File: src/logic/bstp_pkg.sv
// Package: constants, types and carriers for the boundary-scan test port
package bstp_pkg;

    // ------------------------------------------------------------------
    // Sizes
    // ------------------------------------------------------------------
    localparam int IR_W       = 4;
    localparam int NUM_IO     = 8;
    localparam int PP_W       = 5;
    localparam int FIFO_DEPTH = 8;
    localparam int TMS_RST_N  = 5;

    // Probe pin positions in the probe pin group
    localparam int PP_A    = 0;
    localparam int PP_B    = 1;
    localparam int PP_SIN  = 2;
    localparam int PP_SOUT = 3;
    localparam int PP_SCLK = 4;

    // ------------------------------------------------------------------
    // Instructions and capture pattern
    // ------------------------------------------------------------------
    localparam logic [IR_W-1:0] INS_EXTEST = 4'h0;
    localparam logic [IR_W-1:0] INS_SAMPLE = 4'h1;
    localparam logic [IR_W-1:0] INS_IDCODE = 4'h2;
    localparam logic [IR_W-1:0] INS_BYPASS = 4'hf;
    localparam logic [IR_W-1:0] IR_CAPTURE = 4'h1;

    // Identification fields; values are arbitrary
    localparam logic [3:0]  ID_VERSION = 4'h1;
    localparam logic [15:0] ID_PART    = 16'h0a5c;
    localparam logic [3:0]  ID_NUMBER  = 4'h3;
    localparam logic [7:0]  ID_LSB     = 8'h01;
    localparam logic [31:0] ID_VALUE   = {ID_VERSION, ID_PART, ID_NUMBER, ID_LSB};

    // ------------------------------------------------------------------
    // Types
    // ------------------------------------------------------------------
    typedef enum logic [3:0] {
        ST_TLR, ST_RTI,
        ST_SEL_DR, ST_CAP_DR, ST_SH_DR, ST_EX1_DR, ST_PA_DR, ST_EX2_DR, ST_UPD_DR,
        ST_SEL_IR, ST_CAP_IR, ST_SH_IR, ST_EX1_IR, ST_PA_IR, ST_EX2_IR, ST_UPD_IR
    } bstp_tap_e;

    // One boundary update handed to the user side
    typedef struct packed {
        logic              extest;
        logic [NUM_IO-1:0] val;
    } bstp_upd_s;

    // Synchronised pin group
    typedef struct packed {
        logic              tck;
        logic              tms;
        logic              tdi;
        logic              mode;
        logic              fuse;
        logic [NUM_IO-1:0] io;
        logic [PP_W-1:0]   pp;
    } bstp_pins_s;

endpackage

File: src/logic/bstp_fifo.sv
// Parameterised FIFO with valid and ready on both sides
`timescale 1ns/1ps
`default_nettype none
module bstp_fifo #(
    parameter int W     = 8,
    parameter int DEPTH = 8
) (
    input  wire logic         clk_sys,
    input  wire logic         rst_n,
    input  wire logic         ce,
    input  wire logic         in_valid,
    output logic              in_ready,
    input  wire logic [W-1:0] in_data,
    output logic              out_valid,
    input  wire logic         out_ready,
    output logic      [W-1:0] out_data
);
    localparam int AW = $clog2(DEPTH);

    logic [W-1:0] mem_q [DEPTH];
    logic [AW:0]  wr_q;
    logic [AW:0]  rd_q;
    logic         push;
    logic         pop;

    // Full when pointers differ only in the wrap bit
    assign in_ready  = (wr_q != {~rd_q[AW], rd_q[AW-1:0]});
    assign out_valid = (wr_q != rd_q);
    assign out_data  = mem_q[rd_q[AW-1:0]];
    assign push      = in_valid && in_ready;
    assign pop       = out_valid && out_ready;

    // Storage
    always_ff @(posedge clk_sys) begin
        if (ce && push) begin
            mem_q[wr_q[AW-1:0]] <= in_data;
        end
    end

    // Pointers
    always_ff @(posedge clk_sys) begin
        if (!rst_n) begin
            wr_q <= '0;
            rd_q <= '0;
        end else if (ce) begin
            if (push) begin
                wr_q <= wr_q + 1'b1;
            end
            if (pop) begin
                rd_q <= rd_q + 1'b1;
            end
        end
    end
endmodule
`default_nettype wire

File: src/logic/bstp_sync.sv
// Two-flop synchroniser for a group of pin inputs
`timescale 1ns/1ps
`default_nettype none
module bstp_sync #(
    parameter int W = 1
) (
    input  wire logic         clk_sys,
    input  wire logic         rst_n,
    input  wire logic         ce,
    input  wire logic [W-1:0] din,
    output logic      [W-1:0] dout
);
    logic [W-1:0] meta_q;
    logic [W-1:0] sync_q;

    // First stage is read only by the second stage
    always_ff @(posedge clk_sys) begin
        if (!rst_n) begin
            meta_q <= '0;
            sync_q <= '0;
        end else if (ce) begin
            meta_q <= din;
            sync_q <= meta_q;
        end
    end

    assign dout = sync_q;
endmodule
`default_nettype wire

File: src/logic/bstp_tap.sv
// Boundary-scan test access port with probe pin control
`timescale 1ns/1ps
`default_nettype none
module bstp_tap (
    input  wire logic                       clk_sys,
    input  wire logic                       rst_n,
    input  wire logic                       ce,
    // Test pins
    input  wire logic                       tck_pin,
    input  wire logic                       tms_pin,
    input  wire logic                       tdi_pin,
    output logic                            tdo_o,
    output logic                            tdo_oe_n,
    // Probe configuration
    input  wire logic                       probe_mode_pin,
    input  wire logic                       fuse_secured,
    // Boundary pins and core side
    input  wire logic [bstp_pkg::NUM_IO-1:0] io_pin_i,
    input  wire logic [bstp_pkg::NUM_IO-1:0] core_o,
    input  wire logic [bstp_pkg::NUM_IO-1:0] core_oe_n,
    output logic      [bstp_pkg::NUM_IO-1:0] io_o,
    output logic      [bstp_pkg::NUM_IO-1:0] io_oe_n,
    // Probe pins and user side
    input  wire logic [bstp_pkg::PP_W-1:0]  pp_pin_i,
    input  wire logic [bstp_pkg::PP_W-1:0]  user_o,
    input  wire logic [bstp_pkg::PP_W-1:0]  user_oe_n,
    input  wire logic [bstp_pkg::PP_W-1:0]  user_used,
    input  wire logic                       probe_data_a,
    input  wire logic                       probe_data_b,
    output logic      [bstp_pkg::PP_W-1:0]  pp_o,
    output logic      [bstp_pkg::PP_W-1:0]  pp_oe_n,
    output logic      [bstp_pkg::PP_W-1:0]  user_i,
    output logic      [2:0]                 probe_in,
    // Boundary update stream and controller state
    output logic                            upd_valid,
    input  wire logic                       upd_ready,
    output bstp_pkg::bstp_upd_s             upd_data,
    output logic                            upd_room,
    output logic      [3:0]                 tap_state
);
    // ------------------------------------------------------------------
    // Pin synchronisation and clock edge detection
    // ------------------------------------------------------------------
    bstp_pkg::bstp_pins_s pins_s;
    logic                 tck_d_q;
    logic                 tck_rise;
    logic                 tck_fall;

    bstp_sync #(
        .W ($bits(bstp_pkg::bstp_pins_s))
    ) u_sync (
        .clk_sys (clk_sys),
        .rst_n   (rst_n),
        .ce      (ce),
        .din     ({tck_pin, tms_pin, tdi_pin, probe_mode_pin, fuse_secured,
                   io_pin_i, pp_pin_i}),
        .dout    (pins_s)
    );

    // Test clock is sampled, never used as a clock
    always_ff @(posedge clk_sys) begin
        if (!rst_n) begin
            tck_d_q <= 1'b0;
        end else if (ce) begin
            tck_d_q <= pins_s.tck;
        end
    end

    assign tck_rise = pins_s.tck && !tck_d_q;
    assign tck_fall = !pins_s.tck && tck_d_q;

    // ------------------------------------------------------------------
    // Controller state machine
    // ------------------------------------------------------------------
    bstp_pkg::bstp_tap_e st_q;
    bstp_pkg::bstp_tap_e st_d;

    // Standard sixteen-state graph steered by the mode level
    always_comb begin
        st_d = st_q;
        unique case (st_q)
            bstp_pkg::ST_TLR:    st_d = pins_s.tms ? bstp_pkg::ST_TLR    : bstp_pkg::ST_RTI;
            bstp_pkg::ST_RTI:    st_d = pins_s.tms ? bstp_pkg::ST_SEL_DR : bstp_pkg::ST_RTI;
            bstp_pkg::ST_SEL_DR: st_d = pins_s.tms ? bstp_pkg::ST_SEL_IR : bstp_pkg::ST_CAP_DR;
            bstp_pkg::ST_CAP_DR: st_d = pins_s.tms ? bstp_pkg::ST_EX1_DR : bstp_pkg::ST_SH_DR;
            bstp_pkg::ST_SH_DR:  st_d = pins_s.tms ? bstp_pkg::ST_EX1_DR : bstp_pkg::ST_SH_DR;
            bstp_pkg::ST_EX1_DR: st_d = pins_s.tms ? bstp_pkg::ST_UPD_DR : bstp_pkg::ST_PA_DR;
            bstp_pkg::ST_PA_DR:  st_d = pins_s.tms ? bstp_pkg::ST_EX2_DR : bstp_pkg::ST_PA_DR;
            bstp_pkg::ST_EX2_DR: st_d = pins_s.tms ? bstp_pkg::ST_UPD_DR : bstp_pkg::ST_SH_DR;
            bstp_pkg::ST_UPD_DR: st_d = pins_s.tms ? bstp_pkg::ST_SEL_DR : bstp_pkg::ST_RTI;
            bstp_pkg::ST_SEL_IR: st_d = pins_s.tms ? bstp_pkg::ST_TLR    : bstp_pkg::ST_CAP_IR;
            bstp_pkg::ST_CAP_IR: st_d = pins_s.tms ? bstp_pkg::ST_EX1_IR : bstp_pkg::ST_SH_IR;
            bstp_pkg::ST_SH_IR:  st_d = pins_s.tms ? bstp_pkg::ST_EX1_IR : bstp_pkg::ST_SH_IR;
            bstp_pkg::ST_EX1_IR: st_d = pins_s.tms ? bstp_pkg::ST_UPD_IR : bstp_pkg::ST_PA_IR;
            bstp_pkg::ST_PA_IR:  st_d = pins_s.tms ? bstp_pkg::ST_EX2_IR : bstp_pkg::ST_PA_IR;
            bstp_pkg::ST_EX2_IR: st_d = pins_s.tms ? bstp_pkg::ST_UPD_IR : bstp_pkg::ST_SH_IR;
            bstp_pkg::ST_UPD_IR: st_d = pins_s.tms ? bstp_pkg::ST_SEL_DR : bstp_pkg::ST_RTI;
        endcase
    end

    // Moves only on a sampled test clock rise; reset puts it in TLR
    always_ff @(posedge clk_sys) begin
        if (!rst_n) begin
            st_q <= bstp_pkg::ST_TLR;
        end else if (ce && tck_rise) begin
            st_q <= st_d;
        end
    end

    // ------------------------------------------------------------------
    // Instruction register and decode
    // ------------------------------------------------------------------
    localparam bit ID_PRESENT = 1'b1;
    localparam logic [bstp_pkg::IR_W-1:0] INS_RESET =
        ID_PRESENT ? bstp_pkg::INS_IDCODE : bstp_pkg::INS_BYPASS;

    logic [bstp_pkg::IR_W-1:0] ir_sh_q;
    logic [bstp_pkg::IR_W-1:0] ir_q;
    logic                      sel_bs;
    logic                      sel_id;
    logic                      sel_byp;
    logic                      extest;

    // Unknown codes fall back to bypass
    assign extest  = (ir_q == bstp_pkg::INS_EXTEST);
    assign sel_bs  = extest || (ir_q == bstp_pkg::INS_SAMPLE);
    assign sel_id  = ID_PRESENT && (ir_q == bstp_pkg::INS_IDCODE);
    assign sel_byp = !sel_bs && !sel_id;

    // Shift stage works only in instruction states
    always_ff @(posedge clk_sys) begin
        if (!rst_n) begin
            ir_sh_q <= '0;
        end else if (ce && tck_rise) begin
            if (st_q == bstp_pkg::ST_CAP_IR) begin
                ir_sh_q <= bstp_pkg::IR_CAPTURE;
            end else if (st_q == bstp_pkg::ST_SH_IR) begin
                ir_sh_q <= {pins_s.tdi, ir_sh_q[bstp_pkg::IR_W-1:1]};
            end
        end
    end

    // Loaded on the way into TLR so the reset state already holds it
    always_ff @(posedge clk_sys) begin
        if (!rst_n) begin
            ir_q <= INS_RESET;
        end else if (ce && tck_rise) begin
            if (st_d == bstp_pkg::ST_TLR) begin
                ir_q <= INS_RESET;
            end else if (st_q == bstp_pkg::ST_UPD_IR) begin
                ir_q <= ir_sh_q;
            end
        end
    end

    // ------------------------------------------------------------------
    // Data registers
    // ------------------------------------------------------------------
    logic                      byp_q;
    logic [31:0]               id_sh_q;
    logic [bstp_pkg::NUM_IO-1:0] bs_sh_q;
    logic [bstp_pkg::NUM_IO-1:0] bs_upd_q;
    logic                      ext_q;
    logic                      push_q;
    logic                      dr_cap;
    logic                      dr_sh;

    assign dr_cap = tck_rise && (st_q == bstp_pkg::ST_CAP_DR);
    assign dr_sh  = tck_rise && (st_q == bstp_pkg::ST_SH_DR);

    // Bypass: single stage, captures zero
    always_ff @(posedge clk_sys) begin
        if (!rst_n) begin
            byp_q <= 1'b0;
        end else if (ce && sel_byp) begin
            if (dr_cap) begin
                byp_q <= 1'b0;
            end else if (dr_sh) begin
                byp_q <= pins_s.tdi;
            end
        end
    end

    // Identification: fixed pattern, shifted out lsb first
    always_ff @(posedge clk_sys) begin
        if (!rst_n) begin
            id_sh_q <= '0;
        end else if (ce && sel_id) begin
            if (dr_cap) begin
                id_sh_q <= bstp_pkg::ID_VALUE;
            end else if (dr_sh) begin
                id_sh_q <= {pins_s.tdi, id_sh_q[31:1]};
            end
        end
    end

    // Boundary chain: one stage per pin, captured from the pads
    always_ff @(posedge clk_sys) begin
        if (!rst_n) begin
            bs_sh_q <= '0;
        end else if (ce && sel_bs) begin
            if (dr_cap) begin
                bs_sh_q <= pins_s.io;
            end else if (dr_sh) begin
                bs_sh_q <= {pins_s.tdi, bs_sh_q[bstp_pkg::NUM_IO-1:1]};
            end
        end
    end

    // Update latch; drive permission tracks the current instruction
    always_ff @(posedge clk_sys) begin
        if (!rst_n) begin
            bs_upd_q <= '0;
            ext_q    <= 1'b0;
            push_q   <= 1'b0;
        end else if (ce) begin
            push_q <= 1'b0;
            ext_q  <= extest && (st_q != bstp_pkg::ST_TLR);
            if (tck_rise && sel_bs && st_q == bstp_pkg::ST_UPD_DR) begin
                bs_upd_q <= bs_sh_q;
                push_q   <= 1'b1;
            end
        end
    end

    // Pads follow the core unless external test owns them
    always_ff @(posedge clk_sys) begin
        if (!rst_n) begin
            io_oe_n <= '1;
            io_o    <= '0;
        end else if (ce) begin
            io_o    <= ext_q ? bs_upd_q : core_o;
            io_oe_n <= ext_q ? '0 : core_oe_n;
        end
    end

    // ------------------------------------------------------------------
    // Serial output
    // ------------------------------------------------------------------
    logic tdo_src;
    logic shifting;

    assign shifting = (st_q == bstp_pkg::ST_SH_IR) || (st_q == bstp_pkg::ST_SH_DR);

    // Selected register's end bit
    always_comb begin
        tdo_src = byp_q;
        if (st_q == bstp_pkg::ST_SH_IR) begin
            tdo_src = ir_sh_q[0];
        end else if (sel_bs) begin
            tdo_src = bs_sh_q[0];
        end else if (sel_id) begin
            tdo_src = id_sh_q[0];
        end
    end

    // Changed on the fall so the far end samples a settled bit on the rise
    always_ff @(posedge clk_sys) begin
        if (!rst_n) begin
            tdo_o    <= 1'b0;
            tdo_oe_n <= 1'b1;
        end else if (ce && tck_fall) begin
            tdo_o    <= tdo_src;
            tdo_oe_n <= !shifting;
        end
    end

    // ------------------------------------------------------------------
    // Probe pins
    // ------------------------------------------------------------------
    logic probe_en;

    // A programmed fuse wins over the mode pin
    assign probe_en = pins_s.mode && !pins_s.fuse;

    // Per pin: probe role, user signal, or unused (released)
    for (genvar i = 0; i < bstp_pkg::PP_W; i++) begin : g_pp
        always_ff @(posedge clk_sys) begin
            if (!rst_n) begin
                pp_o[i]    <= 1'b0;
                pp_oe_n[i] <= 1'b1;
            end else if (ce) begin
                if (probe_en) begin
                    pp_o[i]    <= (i == bstp_pkg::PP_A) ? probe_data_a : probe_data_b;
                    pp_oe_n[i] <= (i > bstp_pkg::PP_B);
                end else begin
                    pp_o[i]    <= user_used[i] && user_o[i];
                    pp_oe_n[i] <= !user_used[i] || user_oe_n[i];
                end
            end
        end
    end

    // Probe inputs seen only while probing is allowed
    always_ff @(posedge clk_sys) begin
        if (!rst_n) begin
            user_i   <= '0;
            probe_in <= '0;
        end else if (ce) begin
            user_i   <= pins_s.pp;
            probe_in <= probe_en ? pins_s.pp[bstp_pkg::PP_SCLK:bstp_pkg::PP_SIN] : '0;
        end
    end

    // ------------------------------------------------------------------
    // Update stream buffer
    // ------------------------------------------------------------------
    logic                fifo_room;
    logic                fifo_valid;
    logic                fifo_pop;
    bstp_pkg::bstp_upd_s fifo_out;

    // An update that meets a full buffer is dropped; upd_room warns first
    bstp_fifo #(
        .W     ($bits(bstp_pkg::bstp_upd_s)),
        .DEPTH (bstp_pkg::FIFO_DEPTH)
    ) u_fifo (
        .clk_sys   (clk_sys),
        .rst_n     (rst_n),
        .ce        (ce),
        .in_valid  (push_q),
        .in_ready  (fifo_room),
        .in_data   ({extest, bs_upd_q}),
        .out_valid (fifo_valid),
        .out_ready (fifo_pop),
        .out_data  (fifo_out)
    );

    assign fifo_pop = fifo_valid && (!upd_valid || upd_ready);

    // Output stage keeps every port on a flop
    always_ff @(posedge clk_sys) begin
        if (!rst_n) begin
            upd_valid <= 1'b0;
            upd_data  <= '0;
            upd_room  <= 1'b1;
            tap_state <= '0;
        end else if (ce) begin
            upd_room  <= fifo_room;
            tap_state <= st_q;
            if (fifo_pop) begin
                upd_valid <= 1'b1;
                upd_data  <= fifo_out;
            end else if (upd_ready) begin
                upd_valid <= 1'b0;
            end
        end
    end

    // ------------------------------------------------------------------
    // Checks
    // ------------------------------------------------------------------
    logic [2:0] tms_ones_q;

    // Consecutive test clock rises with mode high, saturating
    always_ff @(posedge clk_sys) begin
        if (!rst_n) begin
            tms_ones_q <= '0;
        end else if (ce && tck_rise) begin
            if (!pins_s.tms) begin
                tms_ones_q <= '0;
            end else if (tms_ones_q != 3'(bstp_pkg::TMS_RST_N)) begin
                tms_ones_q <= tms_ones_q + 3'h1;
            end
        end
    end
endmodule
`default_nettype wire
File: config.mk
export PLATFORM = sky130hd
export DESIGN_NAME = bstp_tap
export DESIGN_NICKNAME = d
export VERILOG_FILES = /design/src/logic/bstp_pkg.sv /design/src/logic/bstp_fifo.sv /design/src/logic/bstp_sync.sv /design/src/logic/bstp_tap.sv
export SDC_FILE = /design/constraint.sdc
export NUM_CORES = 1
export LEC_CHECK = 0
export BUFFER_PORTS_ARGS = -buffer_cell sky130_fd_sc_hd__buf_4
export CAP_MARGIN = 20
export CORE_MARGIN = 1.5
export CORE_UTILIZATION = 39
export CTS_BUF_LIST = sky130_fd_sc_hd__clkbuf_16
export DETAILED_ROUTE_END_ITERATION = 16
export GPL_ROUTABILITY_DRIVEN = 0
export PLACE_DENSITY_LB_ADDON = 0.1
export SETUP_SLACK_MARGIN = 0.4
export SYNTH_ARGS = -nofsm -noshare
export SYNTH_HDL_FRONTEND = slang
export SYNTH_SLANG_ARGS = --single-unit
File: constraint.sdc
create_clock -name clk_sys -period 4.1 [get_ports clk_sys]
set_input_delay 0 -clock clk_sys [delete_from_list [all_inputs] [get_ports clk_sys]]
set_output_delay 0 -clock clk_sys [all_outputs]
set_load 0.03 [all_outputs]
==> impl_metrics.csv, run 1 <==
group,metric,value,unit
detailed_routing,drcViolationCount,0,
yosys,synth_top_area_share,0.342,
yosys,synthArstFlopShare,0,
grt,grt_pass1_wl,35000,µm
sta,finalHoldViolCount,0,
clock_network,clockRootBuffer,"clkbuf_16",
die,io_pins,106,
sta,final.min_clock_period,2560,ps
yosys,seq_area_frac_synth,0.575,
grt,grt_pass1_vias,6431,
clock_network,postCtsHoldBufs,64,
place,hpwl,13600,µm
clock_network,numCtsBuffers,26,
sta,fmax,391,MHz
min_path,hold_class,"in2reg",
final_layout,final_area,0.0117,mm²
die,dieArea,0.0248,mm²
sta,finalCritPeriodShare,0.624,
detailed_routing,drtIter0Drc,405,
die,die_y,157,µm
grt,grt_usage,0.178,
clock_network,cts_resized,0,
yosys,ys_top_cells_by_area,"dfxtp_1 34%, edfxtp_1 23%, mux2i_1 8.6%, mux4_2 4.4%, nor2_1 3.9%",
clock_network,cts_tree,"yes",
die,start_util,0.397,
worst_setup_path,r2r_start,"u_fifo.rd_q[2]",
final_layout,drive_gt1_frac,0.197,
clock_network,clockBufferDepth,3,
die,coreArea,0.0234,mm²
sta,rsz0062_at_grt,"false",
yosys,synth_ff_type,"dfxtp_1",
pwr,p_per_area,418,mW/mm²
final_layout,syn_to_final_growth,26.2,%
yosys,netlist_instances,838,
detailed_routing,drt_wl_total,22200,µm
yosys,synth_common_cells,"159 x dfxtp_1, 96 x nor2_1, 80 x mux2i_1, 80 x nand2_1, 72 x edfxtp_1",
sta,worstMarginPinSlew,1020,ps
yosys,synth.largest_area_cell,"dfxtp_1",
worst_setup_path,required,4240,ps
clock_network,clk_latency,520,ps
worst_setup_path,r2r_slack,1540,ps
grt,gr-total-overflow,0,
min_path,min_from,"core_oe_n[4]",
detailed_routing,dr.pass1.iters,4,
yosys,synth_area_per_cell,11.1,µm²
place,dpl-instance-area,0.0103,mm²
pwr,ir_worst_vdd,0.304,mV
yosys,syn_nets,895,
clock_network,cts_setup_buffers,0,
final_layout,diodes,0,
place,dp_slack,1530,ps
worst_setup_path,r2r-end,"u_fifo.mem_q[5][1]",
clock_network,cts.sink_count,231,
grt,antenna_found_initial,0,
yosys,synth-seq-cells,231,
detailed_routing,detail-route-antenna-nets,0,
yosys,synth_area,0.00930,mm²
final_layout,regArea,0.00535,mm²
detailed_routing,avgRoutedWirePerCell,16.9,µm
worst_setup_path,startpoint_type,"flip-flop",
detailed_routing,routed_via_density,5.06,
sta,finalWorstSetupSlack,1540,ps
worst_setup_path,cp_max_fo,23,
worst_setup_path,crit_path_end_kind,"flip-flop",
sta,clock_skew,17.4,ps
sta,drv_slew,0,
clock_network,htree_levels,1,
detailed_routing,vias,6657,
run,cap_violations,0,
sta,maxSlewHeadroom,0.319,
place,port_buffers,105,
min_path,min_path_cells,3,
final_layout,nNetsFinal,1035,
die,rows,56,
yosys,synth.distinct_cells,59,
worst_setup_path,crit_type,"reg2reg",
clock_network,clk_pin_slew_worst_paths,60,ps
yosys,synth_edf_count,72,
final_layout,multi_input_area,0.00363,mm²
min_path,whs_endpoint,"io_oe_n[4]",
worst_setup_path,cp.arrival,2690,ps
worst_setup_path,reg2regPathDepth,5,
final_layout,nFillCells,2191,
final_layout,final_util,0.501,
grt,grt_max_degree,71,
sta,tns,0,ps
sta,setup-violations-final,0,
status,status,"complete, no violations",
die,die_x,157,µm
yosys,synth_most_common_cell,"dfxtp_1",
yosys,synth_warnings,0,
pwr,p_leak,4.59,nW
registers in the layout, summed over array words and instances (netlist names), 5 cells and up:
signal	count
u_fifo.mem_q	72
bs_sh_q	8
user_i	5
id_sh_q	32
bs_upd_q	8
io_oe_n	8
upd_data	9
pp_oe_n	5
io_o	8
u_sync.meta_q	18
u_sync.dout	18
pp_o	5
per-layer routing:
layer	share of wire	vias up	GRT usage
li1	-	3303	-
met1	0.47	3176	0.255
met2	0.46	150	0.286
met3	0.049	28	0.0264
met4	0.016	0	0.0404
met5	0	-	0
worst max-delay path: stages (launching register included):
cell,delay (ps)
dfxtp_1,310
buf_4,300
xnor2_1,180
a41oi_1,480
nand2b_1,200
nor2_1,680
kinds of logic (layout without fill, tap and decap cells):
kind of cell / count (synthesis) / in the layout / share of synthesized area
AOI/OAI and AO/OA: 130 / 130 / 0.0940
xor gates and xnor gates: 7 / 7 / 0.00660
adders and majority gates: 2 / 2 / 0.00269
buffers and inverters: 71 / 230 / 0.0339
DFF: 231 / 231 / 0.575
muxes: 98 / 98 / 0.130
and+or+nand+nor: 299 / 299 / 0.158
metrics by stage:
step	cells	power [mW]	hold slack, ps
2_1_floorplan	838	2.58	134
3_3_place_gp	1205	2.68	225
3_5_place_dp	1205	2.68	225
4_1_cts	1316	4.97	229
5_1_grt	1316	5.08	253
6_report	1316	4.90	255
power by group:
| part | switching (mW) | internal (mW) | total [mW] |
|---|---|---|---|
| Combinational | 0.142 | 0.137 | 0.279 |
| Sequential | 0.0222 | 2.38 | 2.40 |
| Clock | 0.905 | 1.32 | 2.23 |
| Total | 1.07 | 3.84 | 4.90 |
area by class of cell:
| type | instances | share of cell area |
|---|---|---|
| well taps | 319 | 0.0340 |
| clock inverters | 18 | 0.00854 |
| repair buffers | 179 | 0.128 |
| clock buffers | 29 | 0.0619 |
| multi-input cells | 536 | 0.310 |
| inverters | 4 | 0.00149 |
| flip-flops and latches | 231 | 0.456 |
how the worst max path moves through the flow:
stage | endpoint | startpoint | cells after the start
final | u_fifo.mem_q[5][1] | u_fifo.rd_q[2] | 5
after floorplan | u_fifo.mem_q[0][0] | u_fifo.rd_q[0] | 5
after global routing | u_fifo.mem_q[1][1] | u_fifo.rd_q[2] | 5
after CTS | u_fifo.mem_q[5][1] | u_fifo.rd_q[2] | 5
after global placement | u_fifo.mem_q[3][0] | u_fifo.rd_q[2] | 5
after detailed placement | u_fifo.mem_q[5][1] | u_fifo.rd_q[2] | 5
cells in the final DEF (no fill, tap or decap), drive strengths merged, types with 10 or more instances in the layout:
cell type / n
nor3: 25
clkbuf: 29
mux2i: 80
nor2: 96
buf: 115
nand2: 80
edfxtp: 72
mux4: 18
dlygate4sd3: 64
a31oi: 11
nand2b: 13
inv: 13
nand3: 47
o21ai: 25
a211oi: 10
a21oi: 46
dfxtp: 159
No activity file was read; power rests on OpenSTA's default activity.
==> run 2, diff against run 1 <==
Clock period 4.1 ns to 2.6 ns, I/O delays scaled along.
==> impl_metrics.csv, run 2 (same netlist as run 1, synthesis figures left out) <==
group,metric,value,unit
pwr,switching_share,0.218,
detailed_routing,detail-route-antenna-nets,0,
worst_setup_path,slowest_delay,560,ps
clock_network,cts.sink_count,231,
status,status,"complete, no violations",
detailed_routing,routed_via_density,5.06,
grt,grt_pass1_wl,35200,µm
sta,tns,0,ps
final_layout,diodes,0,
die,die_y,157,µm
place,hpwl,13900,µm
final_layout,final_util,0.506,
grt,antenna_found_initial,0,
min_path,min_path_cells,3,
clock_network,clk_latency,500,ps
detailed_routing,drt_wl_total,22200,µm
final_layout,layout_common_cells,"159 x dfxtp_1, 133 x buf_4, 96 x nor2_1",
grt,grt_max_degree,71,
clock_network,clockBufferDepth,3,
sta,finalHoldViolCount,0,
worst_setup_path,slowest_stage,"dlygate4sd3_1",
worst_setup_path,required,2990,ps
pwr,p_per_area,634,mW/mm²
die,rows,56,
detailed_routing,avgRoutedWirePerCell,16.6,µm
final_layout,syn_to_final_growth,27.3,%
sta,final.min_clock_period,2070,ps
pwr,p_clk_frac,0.436,
clock_network,htree_levels,1,
worst_setup_path,r2r_slack,530,ps
grt,gr-total-overflow,0,
die,die_x,157,µm
sta,fmax,482,MHz
worst_setup_path,crit_chain,"xnor2_1 > a41oi_1 > buf_4 > a21oi_1 > nor2_1 > dlygate4sd3_1",
grt,grt_pass1_vias,6553,
die,coreArea,0.0234,mm²
sta,worstMarginPinSlew,685,ps
pwr,power_switching,1.64,mW
pwr,p_total,7.50,mW
sta,finalCritPeriodShare,0.797,
final_layout,largest_reg_flops,72,
worst_setup_path,cp_max_fo,14,
die,dieArea,0.0248,mm²
sta,rsz0062_at_grt,"false",
worst_setup_path,reg2regPathDepth,6,
detailed_routing,vias,6739,
final_layout,nNetsFinal,1053,
detailed_routing,drcViolationCount,0,
clock_network,cts_tree,"yes",
sta,clock_skew,8.95,ps
place,port_buffers,105,
final_layout,drive_gt1_frac,0.215,
grt,grt_usage,0.179,
pwr,ir_worst_vdd,0.378,mV
pwr,p_leak,4.68,nW
worst_setup_path,cp.arrival,2460,ps
pwr,combPwrFrac,0.060,
clock_network,clk_pin_slew_worst_paths,60,ps
run,cap_violations,0,
detailed_routing,drtIter0Drc,450,
die,io_pins,106,
clock_network,numCtsBuffers,25,
min_path,hold_class,"in2reg",
sta,maxSlewHeadroom,0.543,
worst_setup_path,crit_path_end_kind,"flip-flop",
pwr,p_seq_frac,0.504,
worst_setup_path,crit_type,"reg2reg",
worst_setup_path,startpoint_type,"flip-flop",
sta,setup-violations-final,0,
detailed_routing,dr.pass1.iters,4,
sta,drv_slew,0,
clock_network,clockRootBuffer,"clkbuf_16",
die,start_util,0.397,
final_layout,final_common_cell,"dfxtp_1",
pwr,p_int,5.86,mW
-- run 2: final timing paths --
path,startpoint,to
max,u_fifo.wr_q[0],upd_valid
min,core_oe_n[5],io_oe_n[5]
max reg2reg,u_fifo.wr_q[0],upd_valid
min reg2reg,id_sh_q[20],id_sh_q[20]
-- run 2: per-stage QoR --
stage | std cells | setup slack [ps] | hold slack [ps] | instance area (µm²)
after floorplan | 838 | 550 | 134 | 9310
after global placement | 1225 | 475 | 226 | 10400
after global routing | 1333 | 383 | 269 | 11800
final | 1333 | 527 | 266 | 11800
after CTS | 1333 | 416 | 241 | 11800
after detailed placement | 1225 | 466 | 227 | 10400
-- run 2: cell type report --
cell class | instances | area (µm²)
Timing Repair Buffer | 198 | 1660
Multi-Input combinational cell | 536 | 3660
Sequential cell | 231 | 5350
Fill cell | 2211 | 11600
Inverter | 4 | 17.5
Clock buffer | 26 | 651
Clock inverter | 19 | 106
Tap cell | 319 | 399
-- run 2: critical path: cells and delay by family, from the launching register on --
family	cells	cell delay (ps)
AOI/OAI and AO/OA	2	340
buffers and inverters	2	800
and+or+nand+nor	1	50
DFF	1	410
xor gates and xnor gates	1	360
-- run 2: layer usage --
layer	GRT usage	vias to the layer above	wire [µm]
li1	-	3343	-
met1	0.247	3238	10700
met2	0.299	136	10300
met3	0.0259	22	994
met4	0.0377	0	231
met5	0	-	0
-- run 2: what timing repair did --
item | 4_1_cts | 5_1_grt
endpoints found under the hold margin | 61 | 0
setup endpoints to repair | 0 | 58
hold buffers | 63 | 0
gates resized for setup | 0 | 4
setup buffers | 0 | 0
-- run 2: power groups by stage --
stage / combinational [mW] / clock (mW) / sequential [mW]
6_report: 0.448 / 3.27 / 3.78
5_1_grt: 0.487 / 3.52 / 3.79
3_3_place_gp: 0.370 / 0 / 3.86
3_5_place_dp: 0.371 / 0 / 3.86
2_1_floorplan: 0.162 / 0 / 3.91
4_1_cts: 0.450 / 3.37 / 3.78
==> run 3, diff against run 2 <==
Settings changed: ABC_AREA from default to 1.
Clock period 2.6 ns to 2 ns, I/O delays scaled along.
==> impl_metrics.csv, run 3 <==
group,metric,value,unit
sta,finalHoldViolCount,0,
clock_network,clk_latency,530,ps
yosys,synthXorXnorAreaFrac,0.00188,
yosys,synth_top_area_share,0.342,
worst_setup_path,r2r-end,"id_sh_q[1]",
detailed_routing,avgRoutedWirePerCell,15.8,µm
clock_network,clockBufferDepth,3,
worst_setup_path,r2r_slack,330,ps
grt,grt_pass1_vias,7347,
grt,grt_max_degree,95,
die,rows,56,
final_layout,final_common_cell,"dfxtp_1",
place,hpwl,14100,µm
worst_setup_path,slowest_stage,"dfxtp_4",
grt,busiest_layer,"met2",
yosys,synth-compound-area-share,0.194,
final_layout,diodes,0,
die,die_y,158,µm
clock_network,clockRootBuffer,"clkbuf_16",
yosys,yosys.area_share.adder,0.00269,
sta,clock_skew,8.14,ps
final_layout,drive_gt1_frac,0.291,
pwr,p_per_area,819,mW/mm²
yosys,netlist_instances,1027,
sta,setup-violations-final,0,
final_layout,syn_to_final_growth,40.3,%
worst_setup_path,slowest_delay,390,ps
pwr,ir_worst_vdd,0.499,mV
worst_setup_path,crit_type,"reg2reg",
yosys,synthArstFlopShare,0,
worst_setup_path,startpoint_type,"flip-flop",
detailed_routing,detail-route-antenna-nets,0,
final_layout,layout_common_cells,"147 x dfxtp_1, 146 x buf_4, 136 x nor2_1",
sta,final.min_clock_period,1670,ps
die,start_util,0.397,
final_layout,final_util,0.556,
worst_setup_path,required,2410,ps
yosys,synth.distinct_cells,39,
yosys,syn_nets,1084,
grt,use_met2,0.310,
yosys,synth-simple-area-share,0.158,
grt,gr-total-overflow,0,
yosys,synth_ff_type,"dfxtp_1",
yosys,synth_most_common_cell,"dfxtp_1",
worst_setup_path,crit_chain,"nor2_4 > nand2_4 > a21oi_4 > nand4_4 > buf_6 > clkbuf_16 > a21oi_4 > a211oi_2",
yosys,synth_edf_count,72,
worst_setup_path,crit_top_cell,"a21oi_4",
grt,grt_usage,0.193,
yosys,synth-seq-cells,231,
yosys,synth.largest_area_cell,"dfxtp_1",
worst_setup_path,r2r_start,"st_q[3]",
worst_setup_path,critical_path.top_delay_family,"simple AND/OR/NAND/NOR gates",
worst_setup_path,cp.arrival,2070,ps
grt,grt_pass1_wl,38300,µm
pwr,p_leak,5.15,nW
die,coreArea,0.0235,mm²
worst_setup_path,reg2regPathDepth,8,
die,die_x,158,µm
place,port_buffers,105,
yosys,ys_top_cells_by_area,"dfxtp_1 34%, edfxtp_1 23%, o21ai_0 6.8%, nor2_1 6.3%, nand2_1 5.2%",
final_layout,nNetsFinal,1285,
sta,finalCritPeriodShare,0.833,
final_layout,largest_reg_flops,72,
yosys,synth_warnings,0,
min_path,min_from,"pp_pin_i[2]",
detailed_routing,vias,7775,
sta,worstMarginPinSlew,513,ps
min_path,min_path_cells,4,
min_path,whs_endpoint,"u_sync.meta_q[2]",
worst_setup_path,cp.depth,8,
die,dieArea,0.0248,mm²
detailed_routing,drcViolationCount,0,
detailed_routing,drt_wl_total,24700,µm
yosys,synth_common_cells,"159 x dfxtp_1, 157 x nor2_1, 128 x nand2_1",
grt,gr-usage-met1,0.267,
worst_setup_path,cp_max_fo,8,
min_path,hold_class,"in2reg",
sta,fmax,600,MHz
worst_setup_path,path_buf_inv,2,
yosys,synth_top_family_by_area,"compound AO/OA/AOI/OAI gates",
die,io_pins,106,
run,cap_violations,0,
status,status,"complete, no violations",
sta,rsz0062_at_grt,"true",
sta,drv_slew,0,
clock_network,clk_pin_slew_worst_paths,60,ps
sta,maxSlewHeadroom,0.658,
detailed_routing,drtIter0Drc,422,
clock_network,numCtsBuffers,26,
clock_network,cts_tree,"yes",
clock_network,htree_levels,1,
yosys,synth.mux.area_fraction,0,
yosys,seq_area_frac_synth,0.574,
detailed_routing,routed_via_density,4.96,
sta,tns,0,ps
yosys,synth_area,0.00931,mm²
final_layout,nFillCells,2082,
grt,antenna_found_initial,0,
worst_setup_path,crit_path_end_kind,"flip-flop",
grt,use_met3,0.0388,
clock_network,cts.sink_count,231,
yosys,synth_area_per_cell,9.07,µm²
detailed_routing,dr.pass1.iters,4,
## run 3: cell families after synthesis
| family | Yosys count |
|---|---|
| compound gates | 288 |
| buf+inv | 157 |
| xor+xnor | 2 |
| fa+ha+maj | 2 |
| simple gates | 347 |
| flops | 231 |
## run 3: area by class of cell
cell class	instances	area (µm²)	share of cell area
inverters	94	379	0.0290
multi-input cells	639	3870	0.296
flip-flops and latches	231	5370	0.411
clock buffers	26	651	0.0498
repair inverters	1	5.00	0.000383
repair buffers	235	2250	0.172
clock inverters	22	138	0.0105
well taps	319	399	0.0306
## run 3: repair_timing
item,4_1_cts,5_1_grt
gates cloned,4,6
endpoints found under the setup margin,136,141
hold buffers,56,0
resized for setup,78,78
setup buffers,36,10
pin swaps,22,35
endpoints found under the hold margin,57,0
## run 3: per-layer routing
metal	wire length, µm	share of wire
met3	1350	0.055
met1	11500	0.46
met5	0	0
met4	458	0.019
met2	11400	0.46
## run 3: worst max path at each step
| stage | slack [ps] | start | endpoint |
|---|---|---|---|
| floorplan | 400 | u_sync.dout[17] | id_sh_q[15] |
| global placement | 110 | st_q[1] | ir_q[2] |
| detailed placement | 110 | st_q[1] | ir_q[3] |
| CTS | 380 | st_q[2] | id_sh_q[6] |
| global route | 250 | st_q[1] | ir_q[2] |
| finish | 330 | st_q[3] | id_sh_q[1] |
## run 3: power by group
part / total [mW] / internal [mW] / switching, mW
Sequential: 5.05 / 4.95 / 0.100
Combinational: 1.25 / 0.521 / 0.731
Clock: 4.39 / 2.49 / 1.90
## run 3: metrics by stage
step	hold WS [ps]	cell area, µm²	worst slack [ps]	std cells	power, mW
floorplan	135	9400	400	1027	5.80
global placement	222	10500	115	1407	6.19
detailed placement	226	10500	107	1407	6.20
CTS	207	12500	383	1551	10.7
global route	236	13100	252	1567	11.1
finish	231	13100	334	1567	10.7
## run 3: worst min-delay path, cell delays in order
cell	delay (ps)
dlygate4sd3_1	520
buf_4	90
nor2_1	30
nor2_1	80
